### config.mk
export PLATFORM = sky130hd
export DESIGN_NAME = frtc_timer
export DESIGN_NICKNAME = d
export VERILOG_FILES = /design/src/pkg/frtc_pkg.sv /design/src/rtl/frtc_timer.sv
export SDC_FILE = /design/constraint.sdc
export NUM_CORES = 1
export LEC_CHECK = 0
export BUFFER_PORTS_ARGS = -buffer_cell sky130_fd_sc_hd__buf_2
export CAP_MARGIN = 20
export CORE_UTILIZATION = 45
export CTS_BUF_LIST = sky130_fd_sc_hd__clkbuf_8
export DETAILED_ROUTE_END_ITERATION = 7
export GPL_TIMING_DRIVEN = 0
export PLACE_DENSITY = 0.67
export REMOVE_ABC_BUFFERS = 1
export SLEW_MARGIN = 5
export SYNTH_ARGS = -nofsm -noshare
export SYNTH_HDL_FRONTEND = slang
export SYNTH_SLANG_ARGS = --single-unit
### constraint.sdc
create_clock -name pclk -period 2.4 [get_ports pclk]
set_input_delay 0.12 -clock pclk [delete_from_list [all_inputs] [get_ports pclk]]
set_output_delay 0.12 -clock pclk [all_outputs]
set_load 0.02 [all_outputs]
### src/pkg/frtc_pkg.sv
// Package for the free running timer with input capture.
// Assumes an APB slave with 32-bit data, one byte register per aligned word.
package frtc_pkg;

  // ----------------------------------------------------------------
  // Register byte addresses
  // ----------------------------------------------------------------
  localparam logic [7:0] ADDR_CTRL_ONE = 8'h00;
  localparam logic [7:0] ADDR_CTRL_TWO = 8'h04;
  localparam logic [7:0] ADDR_STATUS = 8'h08;
  localparam logic [7:0] ADDR_CAP1_HI = 8'h0c;
  localparam logic [7:0] ADDR_CAP1_LO = 8'h10;
  localparam logic [7:0] ADDR_CAP2_HI = 8'h14;
  localparam logic [7:0] ADDR_CAP2_LO = 8'h18;
  localparam logic [7:0] ADDR_CNT_HI = 8'h1c;
  localparam logic [7:0] ADDR_CNT_LO = 8'h20;
  localparam logic [7:0] ADDR_ALT_HI = 8'h24;
  localparam logic [7:0] ADDR_ALT_LO = 8'h28;

  // ----------------------------------------------------------------
  // Field positions
  // ----------------------------------------------------------------
  // timer_control_one
  localparam int C1_CAP_IRQ_EN = 7;
  localparam int C1_OVF_IRQ_EN = 5;
  localparam int C1_EDGE1 = 1;
  // timer_control_two
  localparam int C2_CLK_SEL_LO = 2;
  localparam int C2_EDGE2 = 1;
  localparam int C2_EXT_EDGE = 0;
  // status_reg
  localparam int ST_CAP1 = 7;
  localparam int ST_CAP2 = 4;
  localparam int ST_OVF = 5;

  // ----------------------------------------------------------------
  // Reset values and counts
  // ----------------------------------------------------------------
  localparam logic [15:0] CNT_RELOAD = 16'hfffc;
  localparam logic [15:0] CNT_TOP = 16'hffff;
  localparam logic [7:0] CTRL_RESET = 8'h00;
  localparam logic [2:0] DIV2_MASK = 3'h1;
  localparam logic [2:0] DIV4_MASK = 3'h3;
  localparam logic [2:0] DIV8_MASK = 3'h7;

  // Clock select encoding
  typedef enum logic [1:0] {
    FRTC_DIV4 = 2'b00,
    FRTC_DIV2 = 2'b01,
    FRTC_DIV8 = 2'b10,
    FRTC_EXT = 2'b11
  } frtc_clk_sel_t;

  // Two-byte read sequence state
  typedef enum logic [0:0] {
    FRTC_RD_IDLE = 1'b0,
    FRTC_RD_HELD = 1'b1
  } frtc_rd_state_t;

  // APB request bundle
  typedef struct packed {
    logic sel;
    logic enable;
    logic write;
    logic [7:0] addr;
    logic [7:0] wdata;
  } frtc_apb_req_t;

endpackage : frtc_pkg

### src/rtl/frtc_timer.sv
// Free running 16-bit timer with two input capture channels, APB slave.
// Assumes pins arrive asynchronously; cpu_halt and cpu_irq_mask are from the core clock.
// Assumes the pins idle low and that every transfer opens with a setup cycle;
// read data is taken in setup, side effects happen only in the access phase.
//
// The APB slave port and the placing of the registers were left to the implementer.
`timescale 1ns/1ps

module frtc_timer #(
  parameter bit EXT_BONDED = 1'b1,
  parameter bit CAP1_BONDED = 1'b1,
  parameter bit CAP2_BONDED = 1'b1
) (
  input wire logic pclk,
  input wire logic presetn,
  input wire logic psel,
  input wire logic penable,
  input wire logic pwrite,
  input wire logic [7:0] paddr,
  input wire logic [31:0] pwdata,
  output logic [31:0] prdata,
  output logic pready,
  output logic pslverr,
  input wire logic external_count_input,
  input wire logic capture_pin_1,
  input wire logic capture_pin_2,
  input wire logic cpu_halt,
  input wire logic cpu_irq_mask,
  output logic timer_irq
);

  // ----------------------------------------------------------------
  // Bus decode
  // ----------------------------------------------------------------
  frtc_pkg::frtc_apb_req_t req;
  assign req = '{sel: psel, enable: penable, write: pwrite, addr: paddr,
                 wdata: pwdata[7:0]};

  // Access phase qualifiers; every register side effect waits for these
  wire access = req.sel && req.enable;
  wire wr = access && req.write;
  wire rd = access && !req.write;
  wire hit_c1 = (req.addr == frtc_pkg::ADDR_CTRL_ONE);
  wire hit_c2 = (req.addr == frtc_pkg::ADDR_CTRL_TWO);
  wire hit_st = (req.addr == frtc_pkg::ADDR_STATUS);
  wire hit_k1h = (req.addr == frtc_pkg::ADDR_CAP1_HI);
  wire hit_k1l = (req.addr == frtc_pkg::ADDR_CAP1_LO);
  wire hit_k2h = (req.addr == frtc_pkg::ADDR_CAP2_HI);
  wire hit_k2l = (req.addr == frtc_pkg::ADDR_CAP2_LO);
  wire hit_ch = (req.addr == frtc_pkg::ADDR_CNT_HI);
  wire hit_cl = (req.addr == frtc_pkg::ADDR_CNT_LO);
  wire hit_ah = (req.addr == frtc_pkg::ADDR_ALT_HI);
  wire hit_al = (req.addr == frtc_pkg::ADDR_ALT_LO);
  wire mapped = hit_c1 || hit_c2 || hit_st || hit_k1h || hit_k1l || hit_k2h
                || hit_k2l || hit_ch || hit_cl || hit_ah || hit_al;

  // Zero wait states; unmapped addresses answer with an error
  assign pready = 1'b1;
  assign pslverr = access && !mapped;

  // ----------------------------------------------------------------
  // Pin synchronisers
  // ----------------------------------------------------------------
  logic [2:0] sync1_ff;
  logic [2:0] sync2_ff;
  logic [2:0] hist_ff;
  wire [2:0] pins_raw;

  assign pins_raw = {CAP2_BONDED ? capture_pin_2 : 1'b1,
                     CAP1_BONDED ? capture_pin_1 : 1'b1,
                     EXT_BONDED ? external_count_input : 1'b1};

  // Two stages per pin, then a history stage for edge detection
  // Reset to the pins' idle low level, so leaving reset shows no false edge;
  // an unbonded input shows one rising edge then, harmless as edge bits reset to falling
  always_ff @(posedge pclk or negedge presetn) begin
    if (!presetn) begin
      sync1_ff <= 3'h0;
      sync2_ff <= 3'h0;
      hist_ff <= 3'h0;
    end else begin
      sync1_ff <= pins_raw;
      sync2_ff <= sync1_ff;
      hist_ff <= sync2_ff;
    end
  end

  // Edge detect with polarity: 1 selects rising, 0 falling
  function automatic logic edge_seen(input logic now, input logic was, input logic rise);
    edge_seen = rise ? (now && !was) : (!now && was);
  endfunction : edge_seen

  // ----------------------------------------------------------------
  // Control registers
  // ----------------------------------------------------------------
  logic [7:0] ctrl_one_ff;
  logic [7:0] ctrl_two_ff;

  always_ff @(posedge pclk or negedge presetn) begin
    if (!presetn) begin
      ctrl_one_ff <= frtc_pkg::CTRL_RESET;
      ctrl_two_ff <= frtc_pkg::CTRL_RESET;
    end else begin
      if (wr && hit_c1) ctrl_one_ff <= req.wdata;
      if (wr && hit_c2) ctrl_two_ff <= req.wdata;
    end
  end

  wire frtc_pkg::frtc_clk_sel_t clk_sel =
    frtc_pkg::frtc_clk_sel_t'(ctrl_two_ff[frtc_pkg::C2_CLK_SEL_LO +: 2]);
  wire ovf_irq_en = ctrl_one_ff[frtc_pkg::C1_OVF_IRQ_EN];
  wire cap_irq_en = ctrl_one_ff[frtc_pkg::C1_CAP_IRQ_EN];
  wire ext_rise = ctrl_two_ff[frtc_pkg::C2_EXT_EDGE];
  wire [1:0] cap_rise = {ctrl_two_ff[frtc_pkg::C2_EDGE2], ctrl_one_ff[frtc_pkg::C1_EDGE1]};

  // ----------------------------------------------------------------
  // Prescaler and counter
  // ----------------------------------------------------------------
  logic [2:0] presc_ff;
  logic [15:0] count_ff;
  logic [2:0] div_mask;
  logic tick;

  always_comb begin
    div_mask = frtc_pkg::DIV4_MASK;
    case (clk_sel)
      frtc_pkg::FRTC_DIV2: div_mask = frtc_pkg::DIV2_MASK;
      frtc_pkg::FRTC_DIV8: div_mask = frtc_pkg::DIV8_MASK;
      default: div_mask = frtc_pkg::DIV4_MASK;
    endcase
  end

  // Prescaled tick; external edge when selected
  // Edge chosen by ext edge bit; synchronised, spacing by source
  assign tick = (clk_sel == frtc_pkg::FRTC_EXT)
                ? edge_seen(sync2_ff[0], hist_ff[0], ext_rise)
                : ((presc_ff & div_mask) == div_mask);

  // Reload beats a step in the same cycle, so the write always lands on FFFCh
  wire cnt_reload = wr && (hit_cl || hit_al);
  wire cnt_step = tick && !cpu_halt;
  wire wrap = cnt_step && !cnt_reload && (count_ff == frtc_pkg::CNT_TOP);

  // Prescaler free from reset, so twin instances stay in step
  // Halt freezes prescaler and counter; wait has no input here
  always_ff @(posedge pclk or negedge presetn) begin
    if (!presetn) begin
      presc_ff <= 3'h0;
    end else if (!cpu_halt) begin
      presc_ff <= presc_ff + 3'h1;
    end
  end

  // Reset value; low byte write reloads; count up
  always_ff @(posedge pclk or negedge presetn) begin
    if (!presetn) begin
      count_ff <= frtc_pkg::CNT_RELOAD;
    end else if (cnt_reload) begin
      count_ff <= frtc_pkg::CNT_RELOAD;
    end else if (cnt_step) begin
      count_ff <= count_ff + 16'h0001;
    end
  end

  // ----------------------------------------------------------------
  // Two-byte read buffers for counter views
  // ----------------------------------------------------------------
  frtc_pkg::frtc_rd_state_t cnt_rd_ff;
  frtc_pkg::frtc_rd_state_t alt_rd_ff;
  logic [7:0] cnt_lo_buf_ff;
  logic [7:0] alt_lo_buf_ff;
  logic [15:0] cnt_snap_ff;
  wire rd_setup = req.sel && !req.enable && !req.write;

  // Count as shown in the setup cycle; the high byte on the bus comes from the
  // same edge, so the buffered low byte always pairs with it across a carry
  always_ff @(posedge pclk or negedge presetn) begin
    if (!presetn) begin
      cnt_snap_ff <= frtc_pkg::CNT_RELOAD;
    end else if (rd_setup) begin
      cnt_snap_ff <= count_ff;
    end
  end

  // Primary view: high read latches low byte; re-reading high keeps it
  always_ff @(posedge pclk or negedge presetn) begin
    if (!presetn) begin
      cnt_rd_ff <= frtc_pkg::FRTC_RD_IDLE;
      cnt_lo_buf_ff <= 8'h00;
    end else begin
      case (cnt_rd_ff)
        frtc_pkg::FRTC_RD_IDLE: if (rd && hit_ch) begin
          cnt_rd_ff <= frtc_pkg::FRTC_RD_HELD;
          cnt_lo_buf_ff <= cnt_snap_ff[7:0];
        end
        default: if (rd && hit_cl) cnt_rd_ff <= frtc_pkg::FRTC_RD_IDLE;
      endcase
    end
  end

  // Alternate view: own buffer, so the two sequences may interleave
  always_ff @(posedge pclk or negedge presetn) begin
    if (!presetn) begin
      alt_rd_ff <= frtc_pkg::FRTC_RD_IDLE;
      alt_lo_buf_ff <= 8'h00;
    end else begin
      case (alt_rd_ff)
        frtc_pkg::FRTC_RD_IDLE: if (rd && hit_ah) begin
          alt_rd_ff <= frtc_pkg::FRTC_RD_HELD;
          alt_lo_buf_ff <= cnt_snap_ff[7:0];
        end
        default: if (rd && hit_al) alt_rd_ff <= frtc_pkg::FRTC_RD_IDLE;
      endcase
    end
  end

  // Lone low read shows the live low byte
  wire [7:0] cnt_lo_view = (cnt_rd_ff == frtc_pkg::FRTC_RD_HELD) ? cnt_lo_buf_ff
                                                                 : count_ff[7:0];
  wire [7:0] alt_lo_view = (alt_rd_ff == frtc_pkg::FRTC_RD_HELD) ? alt_lo_buf_ff
                                                                 : count_ff[7:0];

  // ----------------------------------------------------------------
  // Input capture channels
  // ----------------------------------------------------------------
  logic [15:0] cap_val_ff [2];
  logic [1:0] cap_block_ff;
  wire [1:0] cap_hi_rd = {rd && hit_k2h, rd && hit_k1h};
  wire [1:0] cap_lo_rd = {rd && hit_k2l, rd && hit_k1l};
  wire [1:0] cap_lo_acc = {access && hit_k2l, access && hit_k1l};
  wire [1:0] cap_evt;

  // Per-channel edge; blocked after high byte read
  assign cap_evt[0] = edge_seen(sync2_ff[1], hist_ff[1], cap_rise[0]) && !cap_block_ff[0];
  assign cap_evt[1] = edge_seen(sync2_ff[2], hist_ff[2], cap_rise[1]) && !cap_block_ff[1];

  // Copy counter on capture; no write path exists
  // A capture at the edge of the high byte read still lands; blocking starts after it
  always_ff @(posedge pclk or negedge presetn) begin
    if (!presetn) begin
      cap_val_ff[0] <= 16'h0000;
      cap_val_ff[1] <= 16'h0000;
      cap_block_ff <= 2'b00;
    end else begin
      for (int i = 0; i < 2; i++) begin
        if (cap_evt[i]) cap_val_ff[i] <= count_ff;
        // Block from high read until low read
        if (cap_lo_rd[i]) cap_block_ff[i] <= 1'b0;
        else if (cap_hi_rd[i]) cap_block_ff[i] <= 1'b1;
      end
    end
  end

  // ----------------------------------------------------------------
  // Status flags with two-step clear
  // ----------------------------------------------------------------
  logic ovf_ff;
  logic [1:0] cap_flag_ff;
  logic ovf_armed_ff;
  logic [1:0] cap_armed_ff;
  logic [31:0] prdata_ff;
  wire st_rd = rd && hit_st;
  // Flags as software saw them in the status byte on the bus
  wire [1:0] cap_seen = {prdata_ff[frtc_pkg::ST_CAP2], prdata_ff[frtc_pkg::ST_CAP1]};
  wire ovf_seen = prdata_ff[frtc_pkg::ST_OVF];

  // Set always wins over a clear in the same cycle. Arming uses the byte shown,
  // so a flag raised during the status read itself is never cleared unseen
  // Wrap sets overflow; read-status then primary low access clears
  // Alternate low access never touches the overflow flag
  always_ff @(posedge pclk or negedge presetn) begin
    if (!presetn) begin
      ovf_ff <= 1'b0;
      ovf_armed_ff <= 1'b0;
    end else begin
      if (wrap) ovf_ff <= 1'b1;
      else if (ovf_armed_ff && access && hit_cl) ovf_ff <= 1'b0;
      if (st_rd && ovf_seen) ovf_armed_ff <= 1'b1;
      else if (access && hit_cl) ovf_armed_ff <= 1'b0;
    end
  end

  // Capture sets flag; read-status then capture low access clears
  always_ff @(posedge pclk or negedge presetn) begin
    if (!presetn) begin
      cap_flag_ff <= 2'b00;
      cap_armed_ff <= 2'b00;
    end else begin
      for (int i = 0; i < 2; i++) begin
        if (cap_evt[i]) cap_flag_ff[i] <= 1'b1;
        else if (cap_armed_ff[i] && cap_lo_acc[i]) cap_flag_ff[i] <= 1'b0;
        if (st_rd && cap_seen[i]) cap_armed_ff[i] <= 1'b1;
        else if (cap_lo_acc[i]) cap_armed_ff[i] <= 1'b0;
      end
    end
  end

  // Overflow request gated; capture request gated, flags stay pending
  // Level request: it drops only on a flag clear, an enable write or the mask rising
  assign timer_irq = !cpu_irq_mask && ((ovf_irq_en && ovf_ff)
                     || (cap_irq_en && (|cap_flag_ff)));

  // ----------------------------------------------------------------
  // Read data mux
  // ----------------------------------------------------------------
  logic [7:0] status_view;
  always_comb begin
    status_view = 8'h00;
    status_view[frtc_pkg::ST_CAP1] = cap_flag_ff[0];
    status_view[frtc_pkg::ST_CAP2] = cap_flag_ff[1];
    status_view[frtc_pkg::ST_OVF] = ovf_ff;
  end

  logic [7:0] rd_byte;
  always_comb begin
    if (hit_c1) rd_byte = ctrl_one_ff;
    else if (hit_c2) rd_byte = ctrl_two_ff;
    else if (hit_st) rd_byte = status_view;
    else if (hit_k1h) rd_byte = cap_val_ff[0][15:8];
    else if (hit_k1l) rd_byte = cap_val_ff[0][7:0];
    else if (hit_k2h) rd_byte = cap_val_ff[1][15:8];
    else if (hit_k2l) rd_byte = cap_val_ff[1][7:0];
    else if (hit_ch || hit_ah) rd_byte = count_ff[15:8];
    else if (hit_cl) rd_byte = cnt_lo_view;
    else if (hit_al) rd_byte = alt_lo_view;
    else rd_byte = 8'h00;
  end

  // Read data is registered in the setup cycle, so the byte stands unchanged
  // through the access even while the counter moves underneath it
  always_ff @(posedge pclk or negedge presetn) begin
    if (!presetn) begin
      prdata_ff <= 32'h0000_0000;
    end else if (rd_setup) begin
      prdata_ff <= {24'h000000, rd_byte};
    end
  end

  // Upper bits read zero; the last byte read holds between transfers
  assign prdata = prdata_ff;

endmodule : frtc_timer

[After elaboration in Yosys (flattened, before gate mapping)]
Cells that the tools add are included.
Word-level totals
  output and inout bits: 35
  logic and storage cells: 166
  register bits after elaboration: 118
  input port bits: 50
Cells by class
  equality and inequality tests: 15
  mux-type cells: 41
  reductions and logical operators: 82
  bitwise gates (word level): 3
  add/sub/neg operators: 2
Operator list (number)
  8-bit 2-to-1 mux: 12
  1-bit logical AND: 42
  8-bit by 5-bit equality test with 1-bit output, second input constant: 4
  16-bit 2-to-1 mux: 2
  1-bit 2-to-1 mux: 26
  8-bit by 6-bit equality test with 1-bit output, second input constant: 3
  2-bit nonzero test: 9
  16-bit by 1-bit adder with 16-bit output, second input constant: 1
  16-bit equality test, second input constant: 1
  8-bit by 4-bit equality test with 1-bit output, second input constant: 2
  1-bit zero test: 14
  1-bit logical OR: 13
  8-bit by 3-bit equality test with 1-bit output, second input constant: 1
  8-bit zero test: 1
  3-bit one-hot mux with 2 select lines: 1
  2-bit equality test, second input constant: 2
  2-bit AND reduction: 2
  3-bit by 1-bit adder with 3-bit output, second input constant: 1
  3-bit bitwise AND: 1
  3-bit equality test: 1
  2-bit by 1-bit equality test with 1-bit output, second input constant: 1
  1-bit NOT: 2
  2-bit OR reduction: 1

[Depth between registers and ports, before layout]
Gate-level depths: netlist (run 1).
  word-level depth: 13
  depth in mapped cells: 8

[Worst setup path before layout (run 1)]
OpenSTA, ideal clock, no wires.
  path type: reg-to-reg
  start point: register ctrl_two_ff[0]
  end point: register count_ff[11]
  buffers on the path: 1
  period minus slack after synthesis: 2.309 ns
  setup time: 0.064 ns
  setup slack: 0.091 ns
  arrival time: 2.245 ns
  data required time: 2.336 ns
  cell stages (with the launch flop): 7
  cells stage by stage: dfrtp_1 > or3b_2 > o2111a_1 > or4_1 > clkbuf_1 > or4_1 > nand3_1
On the way
  word-level cells in the longest chain between the ends: 4
Ends and longest elaborated chain
  from (decl): line frtc_timer.sv:97  | logic [7:0] ctrl_two_ff;
  from (signal assigned): line frtc_timer.sv:102  | ctrl_two_ff <= frtc_pkg::CTRL_RESET;
  from (signal assigned): line frtc_timer.sv:105  | if (wr && hit_c2) ctrl_two_ff <= req.wdata;
  1-bit 2-to-1 mux: line frtc_timer.sv:90  | edge_seen = rise ? (now && !was) : (!now && was);
  1-bit 2-to-1 mux: line frtc_timer.sv:136  | ? edge_seen(sync2_ff[0], hist_ff[0], ext_rise)
  1-bit logical AND: line frtc_timer.sv:141  | wire cnt_step = tick && !cpu_halt;
  2-bit nonzero test (no source line)
  to (signal assigned): line frtc_timer.sv:157  | count_ff <= frtc_pkg::CNT_RELOAD;
  to (signal assigned): line frtc_timer.sv:159  | count_ff <= frtc_pkg::CNT_RELOAD;
  to (signal assigned): line frtc_timer.sv:161  | count_ff <= count_ff + 16'h0001;
  to (decl): line frtc_timer.sv:120  | logic [15:0] count_ff;
Every way passes these cells.
A chain may end at the register's enable or synchronous reset.

[Final worst setup path (run 1)]
  start point: register ctrl_two_ff[0]
  end point: register count_ff[13]
The elaborated chain is that of the path after synthesis.

==> metrics.md, run 1 <==
| Metric | Value |
|---|---|
| Synth-to-layout area growth | 14.9% |
| Multi-input logic area | 0.00296 mm2 |
| Fmax | between 400 and 500 MHz |
| Global-route wire length before repair | 25.2 mm |
| Share of layout cells above drive strength 1 | a little over a quarter |
| Initial Utilization | between 40% and 50% |
| Post-route antenna net violation count | 0 |
| Post-Place Setup Slack | -0.293 ns |
| RSZ-0062 raised after global routing | yes |
| Final Worst Setup Slack | 0.0234 ns |
| Final Critical Period | 2.38 ns |
| Crit-path max FO | 6 |
| Crit path DAT | between 2 and 3 ns |
| Met3 usage | ~6.6% |
| Pwr dens | approximately 780 mW/mm2 |
| Initial antenna violation count | 0 |
| Ant diodes | 0 |
| DRC viols | 0 |
| Worst r2r src | ctrl_two_ff[0] |
| Syn Inst Count | between 500 and 600 |
| WL/cell | 19.0 um |
| Share of the synthesized area in the top cell type | about two fifths |
| Top post-synthesis cells by area | dfrtp_1, mux2_2, dfstp_2 |
| Synth Cell Area | around 0.0062 mm2 |
| CTS max path bufs | 2 |
| Die H | approximately 120 um |
| H-tree levels | 4 |
| CTS Buf Count | 17 |
| # IOs | 85 |
| Design area | 0.00711 mm2 |
| Post-DP HPWL | roughly 11 mm |
| Total track usage | 23.3% |
| # fillers | around 1200 |
| Hold EP | cnt_snap_ff[3] |
| Hold path startpoint | penable |
| Leakage | between 0.003 and 0.004 uW |
| Drt total wl | ~16 mm |
| Clk_lat worst skew | ~0.45 ns |
| Die area | ~0.014 mm2 |
| FFs w/ async S/R, synth | 100% |
| Via density | between 5 and 6 |
| Main synth FF type | dfrtp_1 |
| MaxCap Viol Count | 0 |
| Clock root cell | clkbuf_8 |
| Sink Count | ~120 |
| Initial DRC count | approximately 460 |
| I/O Buffers | 35 |
| Routability congestion estimate | 0.910 |
| Vias in the first global route | slightly below 5000 |
| Ys Warns | 0 |
| Peak supply drop | approximately 0.61 mV |
| Post-synthesis cell type count | 63 |
| Clock slew at the register clock pins of the worst setup and hold paths | 0.07 ns |
| # rows | 42 |
| Pre-Repair DR Iteration Count | 5 |
| R2R depth | 6 |
| Commonest non-fill, non-tap cells in the layout | dfrtp_1, mux2_2, nand2_1 |
| Total grt overflow | 0 |
| Register bit total from synthesis | about 120 |
| Core region area | around 0.013 mm2 |
| Skew final | about 0.0095 ns |
| Reg2reg end | count_ff[13] |
| Met1 Resource Use GR | 30.9% |
| Post-synth EDFFs | 0 |
| Syn Area/Cell | ~10 um2 |
| Largest area contributor in the netlist | dfrtp_1 |
| Final design utilization | between 50% and 60% |
| DP Area | 0.00644 mm2 |
| Register area share after synthesis | just under 50% |
| Die Wd | roughly 120 um |
| Layout Nets | between 600 and 700 |
| Most common cell after layout, fill and taps aside | dfrtp_1 |
| Final-report setup violation count | 0 |
| Final hold violations | 0 |
| CP Launch Type | register |
| Status | complete, no violations |
| Largest net degree at the start of global routing | 61 |
| Max-slew headroom | 32.5% |
| Setup slack, reg-to-reg | between 0.02 and 0.025 ns |
| CP Data Required Time | roughly 2.8 ns |
| Global route hottest layer | met2 |
| Routed via count | a little under 5000 |
| Slew @ Worst Pin | between 1 and 1.5 ns |
| FF+latch area | ~0.0030 mm2 |
| M2 GR Usage | a little over a third |
| CTS tree | built |
| Crit. End Element | register |
| Hold path depth | 4 |
| Max-slew violations | 0 |
| Final Cycle Share | 99.0% |
| Worst Path Class, Setup | reg2reg |
| Hold Path Class | in2reg |
==> critical path, cell delays in order (launching register included) <==
cell	delay (ns)
dfrtp_1	0.40
or3b_2	0.49
o2111a_1	0.18
or4_4	0.58
clkbuf_2	0.22
o31ai_1	0.29
nand3_1	0.12
==> synth_stat cells (3+ instances only) <==
cell type	instances
o21ai_0	40
mux2_2	60
a21o_1	4
dfrtp_1	98
or3_1	5
o2bb2ai_1	6
o31ai_1	7
nor2_1	30
nand4_1	9
o211ai_1	5
nand2b_1	9
xnor2_1	3
mux2i_1	24
mux2_4	8
o22ai_1	5
dfstp_2	20
nor4_1	3
nand3_1	23
a211oi_1	7
a21oi_1	31
buf_4	25
nand2_1	56
clkbuf_1	26
and3_1	4
nor3_1	8
o221ai_1	3
or4_1	12
inv_1	15
==> state kept, by name, indices dropped and copies added, names as in the netlist <==
register,cells
cnt_rd_ff,1
cnt_snap_ff,8
cap_block_ff,2
prdata,8
cap_armed_ff,2
sync1_ff,3
presc_ff,3
ctrl_one_ff,8
ovf_ff,1
alt_rd_ff,1
ctrl_two_ff,8
alt_lo_buf_ff,8
count_ff,16
cap_val_ff,32
ovf_armed_ff,1
cnt_lo_buf_ff,8
cap_flag_ff,2
sync2_ff,3
hist_ff,3
==> stage by stage <==
| step | power (uW) | hold slack [ns] | setup TNS (ns) | instances |
|---|---|---|---|---|
| 4_1_cts | 5550 | 0.0120 | 0 | 823 |
| 6_report | 5540 | 0.0294 | 0 | 829 |
| 2_1_floorplan | 3050 | -0.176 | 0 | 563 |
| 5_1_grt | 5780 | 0.0282 | -0.0320 | 829 |
| 3_3_place_gp | 3330 | 0.227 | -34.65 | 774 |
| 3_5_place_dp | 3400 | 0.130 | -4.66 | 778 |
==> layout make-up <==
type	instances	area share (%)
clock buffers	21	4.06
clock inverters	11	2.50
inverters	16	0.845
multi-input cells	429	41.7
flip-flops and latches	118	41.9
well taps	176	3.10
repair buffers	58	5.95
==> metal layers <==
layer	share of wire [%]	routed length [um]
met5	0	0
met4	2.7	421
met3	7.0	1110
met2	47	7330
met1	44	6870
==> report_power, final <==
part / switching (uW) / total (uW) / internal, uW
clock: 796 / 2130 / 1330
combinational: 429 / 800 / 371
sequential: 300 / 2610 / 2310
total: 1520 / 5540 / 4010
==> worst max path at each step <==
stage                         startpoint               end  slack, ns  cells after the start
after detailed placement        paddr[1]  alt_lo_buf_ff[5]      -0.29                      6
after floorplan                 paddr[1]  alt_lo_buf_ff[0]       0.02                      5
final                     ctrl_two_ff[0]      count_ff[13]       0.02                      6
after global routing      ctrl_two_ff[0]      count_ff[13]      -0.03                      6
after CTS                 ctrl_two_ff[0]       count_ff[9]     0.0003                      5
after global placement            pwrite         prdata[6]      -1.28                      6
==> cell families after synthesis <==
logic type | Yosys count | synth area share, %
flops | 118 | 48.1
buf+inv | 71 | 5.97
compound gates | 127 | 13.0
fa+ha+maj | 2 | 0.404
xor+xnor | 4 | 0.566
other cells | 2 | 0.121
mux | 92 | 16.7
simple gates | 179 | 15.0
==> repair_timing <==
action / in CTS / in global routing
hold buffers: 13 / 0
pin swaps: 1 / 2
endpoints found under the hold margin: 61 / 0
setup endpoints to repair: 4 / 7
setup buffers: 0 / 6
resized for setup: 1 / 4
No activity file was read; power rests on OpenSTA's default activity.
==> run 2, diff against run 1 <==
- PLACE_DENSITY: 0.67 -> 0.72
- SETUP_SLACK_MARGIN: unset -> 0.4
==> metrics.md, run 2 (synthesis gave the netlist of run 1 again) <==
| Metric | Value |
|---|---|
| Layout Nets | between 700 and 800 |
| Slew @ Worst Pin | 0.877 ns |
| Ant diodes | 0 |
| Hold path depth | 4 |
| Max-slew headroom | between 40% and 50% |
| DP Area | roughly 0.0064 mm2 |
| Pwr dens | about 740 mW/mm2 |
| Post-route antenna net violation count | 0 |
| Synth-to-layout area growth | 16.5% |
| Routed via count | ~5000 |
| Core region area | ~0.013 mm2 |
| CTS max path bufs | 2 |
| # fillers | 1170 |
| CP Launch Type | register |
| Largest register FFs | 32 |
| Buffers and inverters on the worst path | 0 |
| DRC viols | 0 |
| Via density | 5.94 |
| I/O Buffers | 35 |
| RSZ-0062 raised after global routing | yes |
| FF+latch area | approximately 0.0030 mm2 |
| R2R depth | 5 |
| # IOs | between 80 and 90 |
| CTS tree | built |
| Sink Count | roughly 120 |
| Skew final | approximately 0.008 ns |
| Total grt overflow | 0 |
| Die H | approximately 120 um |
| Final hold violations | 0 |
| Hold Path Class | in2reg |
| Multi-input logic area | 0.00299 mm2 |
| CTS Buf Count | 17 |
| Clock root cell | clkbuf_8 |
| Final Critical Period | roughly 2.2 ns |
| Crit-path max FO | 8 |
| Total track usage | around a quarter |
| Largest net degree at the start of global routing | 81 |
| Pre-Repair DR Iteration Count | 5 |
| Clock slew at the register clock pins of the worst setup and hold paths | 0.08 ns |
| Hold EP | cnt_snap_ff[2] |
| Placed Cells | a little under 800 |
| Max-slew violations | 0 |
| Peak supply drop | between 0.7 and 0.8 mV |
| Critical-path cell list | or3b_4 -> o2111a_1 -> or4_4 -> or4_1 -> nand3_1 |
| Final-report setup violation count | 0 |
| Setup slack, reg-to-reg | ~0.19 ns |
| Initial antenna violation count | 0 |
| Min Hold Slack | 0.0247 ns |
| Drt total wl | roughly 16 mm |
| Initial Utilization | between 40% and 50% |
| Status | complete, no violations |
| Fmax | about 450 MHz |
| Crit path DAT | between 2 and 3 ns |
| Die area | approximately 0.014 mm2 |
| Worst Path Class, Setup | reg2reg |
| Fin cells | 844 |
| Vias in the first global route | 4903 |
| Most common cell after layout, fill and taps aside | dfrtp_1 |
| Reg2reg end | count_ff[9] |
| Biggest register | cap_val_ff |
| Commonest non-fill, non-tap cells in the layout | dfrtp_1, mux2_2, nand2_1 |
| Die Wd | around 120 um |
| MaxCap Viol Count | 0 |
| Routability congestion estimate | around 0.9 |
| Initial DRC count | between 400 and 500 |
| Leakage | between 0.003 and 0.004 uW |
| Tot Pwr | 5340 uW |
| Crit-path slowest cell | or4_4 |
| Share of layout cells above drive strength 1 | 29.9% |
| Setup TNS Final | 0 ns |
| Hold path startpoint | penable |
| Crit. End Element | register |
| Crit-path max cell delay | between 0.5 and 0.6 ns |
| Worst r2r src | sync2_ff[0] |
| Clk_lat worst skew | between 0.4 and 0.5 ns |
| Design area | slightly above 0.007 mm2 |
| Top flop regs | cap_val_ff x32, count_ff x16 |
| CP Data Required Time | roughly 2.8 ns |
| Global-route wire length before repair | 25.6 mm |
| CP delay by family, top | simple AND/OR/NAND/NOR gates |
| # rows | 42 |
| Post-DP HPWL | roughly 11 mm |
| Final Cycle Share | 92.1% |
| H-tree levels | 4 |
| WL/cell | 19.0 um |
==> run 2: cell count changes in the layout (fill, tap and decap cells not counted), moves of 2 or more <==
cell,previous run,this run
buf_4,5,19
clkinvlp_4,0,4
clkbuf_8,21,18
and3_1,4,2
buf_2,34,32
buf_6,2,4
bufinv_16,5,3
dfrtp_1,98,96
dfrtp_2,0,2
or3_1,5,3
or3_4,0,2
==> run 2: worst max-delay path by stage <==
stage	start	end	slack [ns]	cells past startpoint
final	sync2_ff[0]	count_ff[9]	0.19	5
after global routing	hist_ff[0]	count_ff[13]	0.14	5
after CTS	sync2_ff[0]	count_ff[9]	0.23	5
after detailed placement	paddr[1]	alt_lo_buf_ff[3]	-0.33	6
after global placement	pwrite	prdata[0]	-1.27	6
after floorplan	paddr[1]	alt_lo_buf_ff[0]	0.02	5
==> run 2: final cells by class <==
type / instances / share of cell area, %
multi-input combinational: 429 / 41.5
sequential: 118 / 41.3
timing repair buffer: 73 / 7.57
clock buffer: 18 / 3.44
tap: 176 / 3.06
clock inverter: 14 / 2.22
inverter: 16 / 0.833
==> run 2: per-layer routing <==
layer,part of all wire (%),global-route usage [%],vias up,routed length (um)
li1,-,-,2252,-
met1,43,30.5,2510,6820
met2,49,37.2,206,7780
met3,6.1,6.23,43,975
met4,2.6,10.4,0,419
met5,0,0,-,0
==> run 2: power by group <==
group          switching (uW)  leakage, uW  total [uW]  internal, uW
clock                     837     0.000203        1880          1040
combinational             471      0.00155         890           419
sequential                264      0.00144        2570          2310
==> run 2: repair_timing <==
action                     in CTS  in global routing
setup endpoints to repair      37                 39
buffers inserted               10                 10
hold endpoints to repair       59                  0
pin swaps                      10                  4
gates resized for setup         9                 11
hold buffers                   13                  0
==> run 2: worst register-to-register path, stage by stage (launching register included) <==
cell	delay, ns
dfrtp_1	0.38
or3b_4	0.40
o2111a_1	0.18
or4_4	0.57
or4_1	0.53
nand3_1	0.09
==> run 2: metrics by stage <==
stage	worst slack, ns	utilization [%]
after floorplan	0.0248	-
after global placement	-1.27	47.6
after detailed placement	-0.332	48.3
after CTS	0.225	53.1
after global routing	0.140	54.0
final	0.190	54.0
==> run 3, diff against run 2 <==
- ABC_CLOCK_PERIOD_IN_PS: unset -> 2400
- REMOVE_ABC_BUFFERS: 1 -> unset
==> metrics.md, run 3 (synthesis gave the netlist of run 1 again) <==
| Metric | Value |
|---|---|
| Drt total wl | between 15 and 20 mm |
| Final hold violations | 0 |
| Final Cycle Share | a little over nine tenths |
| Hold path startpoint | pwrite |
| I/O Buffers | 34 |
| DRC viols | 0 |
| Placed Cells | just over 800 |
| Initial antenna violation count | 0 |
| Top flop regs | cap_val_ff x32, count_ff x16 |
| Total grt overflow | 0 |
| Core region area | around 0.013 mm2 |
| Commonest non-fill, non-tap cells in the layout | dfrtp_1, mux2_2, nand2_1 |
| Crit-path max FO | 5 |
| Status | complete, no violations |
| MaxCap Viol Count | 0 |
| Peak supply drop | 0.597 mV |
| M1 wire length | slightly above 7 mm |
| Largest net degree at the start of global routing | 82 |
| RSZ-0062 raised after global routing | yes |
| Clock slew at the register clock pins of the worst setup and hold paths | 0.08 ns |
| Hold Path Class | in2reg |
| H-tree levels | 4 |
| Max-slew violations | 0 |
| Max-slew headroom | between 40% and 50% |
| Initial Utilization | between 40 and 50% |
| Worst Path Class, Setup | reg2reg |
| Die H | 119 um |
| Setup slack, reg-to-reg | 0.09 ns |
| Post-route antenna net violation count | 0 |
| Biggest register | cap_val_ff |
| DR WL met3 | around 1.2 mm |
| Final Critical Period | about 2.3 ns |
| # IOs | 85 |
| CTS tree | built |
| CTS max path bufs | 2 |
| Total track usage | 25.4% |
| Skew final | 0.0137 ns |
| Pwr dens | approximately 730 mW/mm2 |
| Vias in the first global route | between 5000 and 6000 |
| Fmax | 433 MHz |
| Crit. Startpoint | ctrl_two_ff[0] |
| Die area | about 0.014 mm2 |
| Via density | 5.78 |
| Routed via count | 5157 |
| Post-DP HPWL | between 10 and 15 mm |
| Layout Nets | 755 |
| Final Worst Setup Slack | between 0.09 and 0.1 ns |
| Worst r2r src | ctrl_two_ff[0] |
| Sink Count | ~120 |
| WL/cell | 19.2 um |
| Initial DRC count | ~360 |
| CP Data Required Time | ~2.8 ns |
| Share of layout cells above drive strength 1 | 33.4% |
| Die Wd | around 120 um |
| Crit. End Element | register |
| Post-Place Setup Slack | -0.211 ns |
| Pre-Repair DR Iteration Count | 5 |
| Ant diodes | 0 |
| Routed met2 length | ~8.3 mm |
| Final-report setup violation count | 0 |
| CTS Buf Count | 17 |
| CP Launch Type | register |
| Fin cells | 892 |
| Global-route wire length before repair | ~27 mm |
| Clk_lat worst skew | approximately 0.46 ns |
| Synth-to-layout area growth | 23.3% |
| Tot Pwr | ~5600 uW |
| Crit path DAT | about 2.7 ns |
| Most common cell after layout, fill and taps aside | dfrtp_1 |
| Slew @ Worst Pin | 0.857 ns |
| # rows | 42 |
| Top sig layer | met4 |
| Largest register FFs | 32 |
| Leakage | 0.00341 uW |
| Clock root cell | clkbuf_8 |
| Setup TNS Final | 0 ns |
| Routability congestion estimate | between 0.9 and 1 |
## run 3: worst paths after layout
kind / depth (start not counted) / to
min in group asynchronous: 2 / ctrl_two_ff[0]
max in group asynchronous: 3 / cnt_snap_ff[5]
worst min-delay path: 3 / cnt_rd_ff
worst max-delay path: 6 / count_ff[9]
worst min register to register: 0 / sync2_ff[1]
worst max register to register: 6 / count_ff[9]
## run 3: through the flow
step,cell area (um2),utilization (%),hold slack (ns)
final,7630,57.2,0.122
after CTS,7430,55.6,0.0751
after global routing,7630,57.2,0.0960
after detailed placement,6710,50.3,0.0539
after floorplan,6290,-,-0.176
after global placement,6680,50.0,0.229
## run 3: layout make-up
cell class	instances	area, um2
buffer	55	359
clock buffer	19	262
clock inverter	13	179
fill	1138	5720
inverter	16	60.1
multi-input combinational	429	3070
sequential	118	2980
tap	176	220
timing repair buffer	66	500
## run 3: timing repair
item,CTS,global route
setup buffers,8,7
hold endpoints to repair,107,0
gates cloned,1,0
hold buffers,14,0
endpoints found under the setup margin,56,38
pin swaps,2,9
resized for setup,21,40
## run 3: critical path: stages, from the launching register on
cell,delay (ns)
dfrtp_1,0.39
or3b_4,0.40
o2111a_1,0.18
or4_4,0.55
buf_8,0.15
or4_4,0.48
nand3_2,0.09
## run 3: power by group
group / total, uW / switching [uW] / leakage (uW) / internal [uW]
sequential: 2560 / 251 / 0.00144 / 2310
clock: 2020 / 838 / 0.000213 / 1180
combinational: 977 / 525 / 0.00175 / 452
total: 5550 / 1610 / 0.00341 / 3940
## run 3: per-layer routing
metal	GRT usage (%)	vias up
met5	0	-
met4	9.02	0
met3	7.09	34
met2	40.4	211
met1	33.0	2566
li1	-	2346
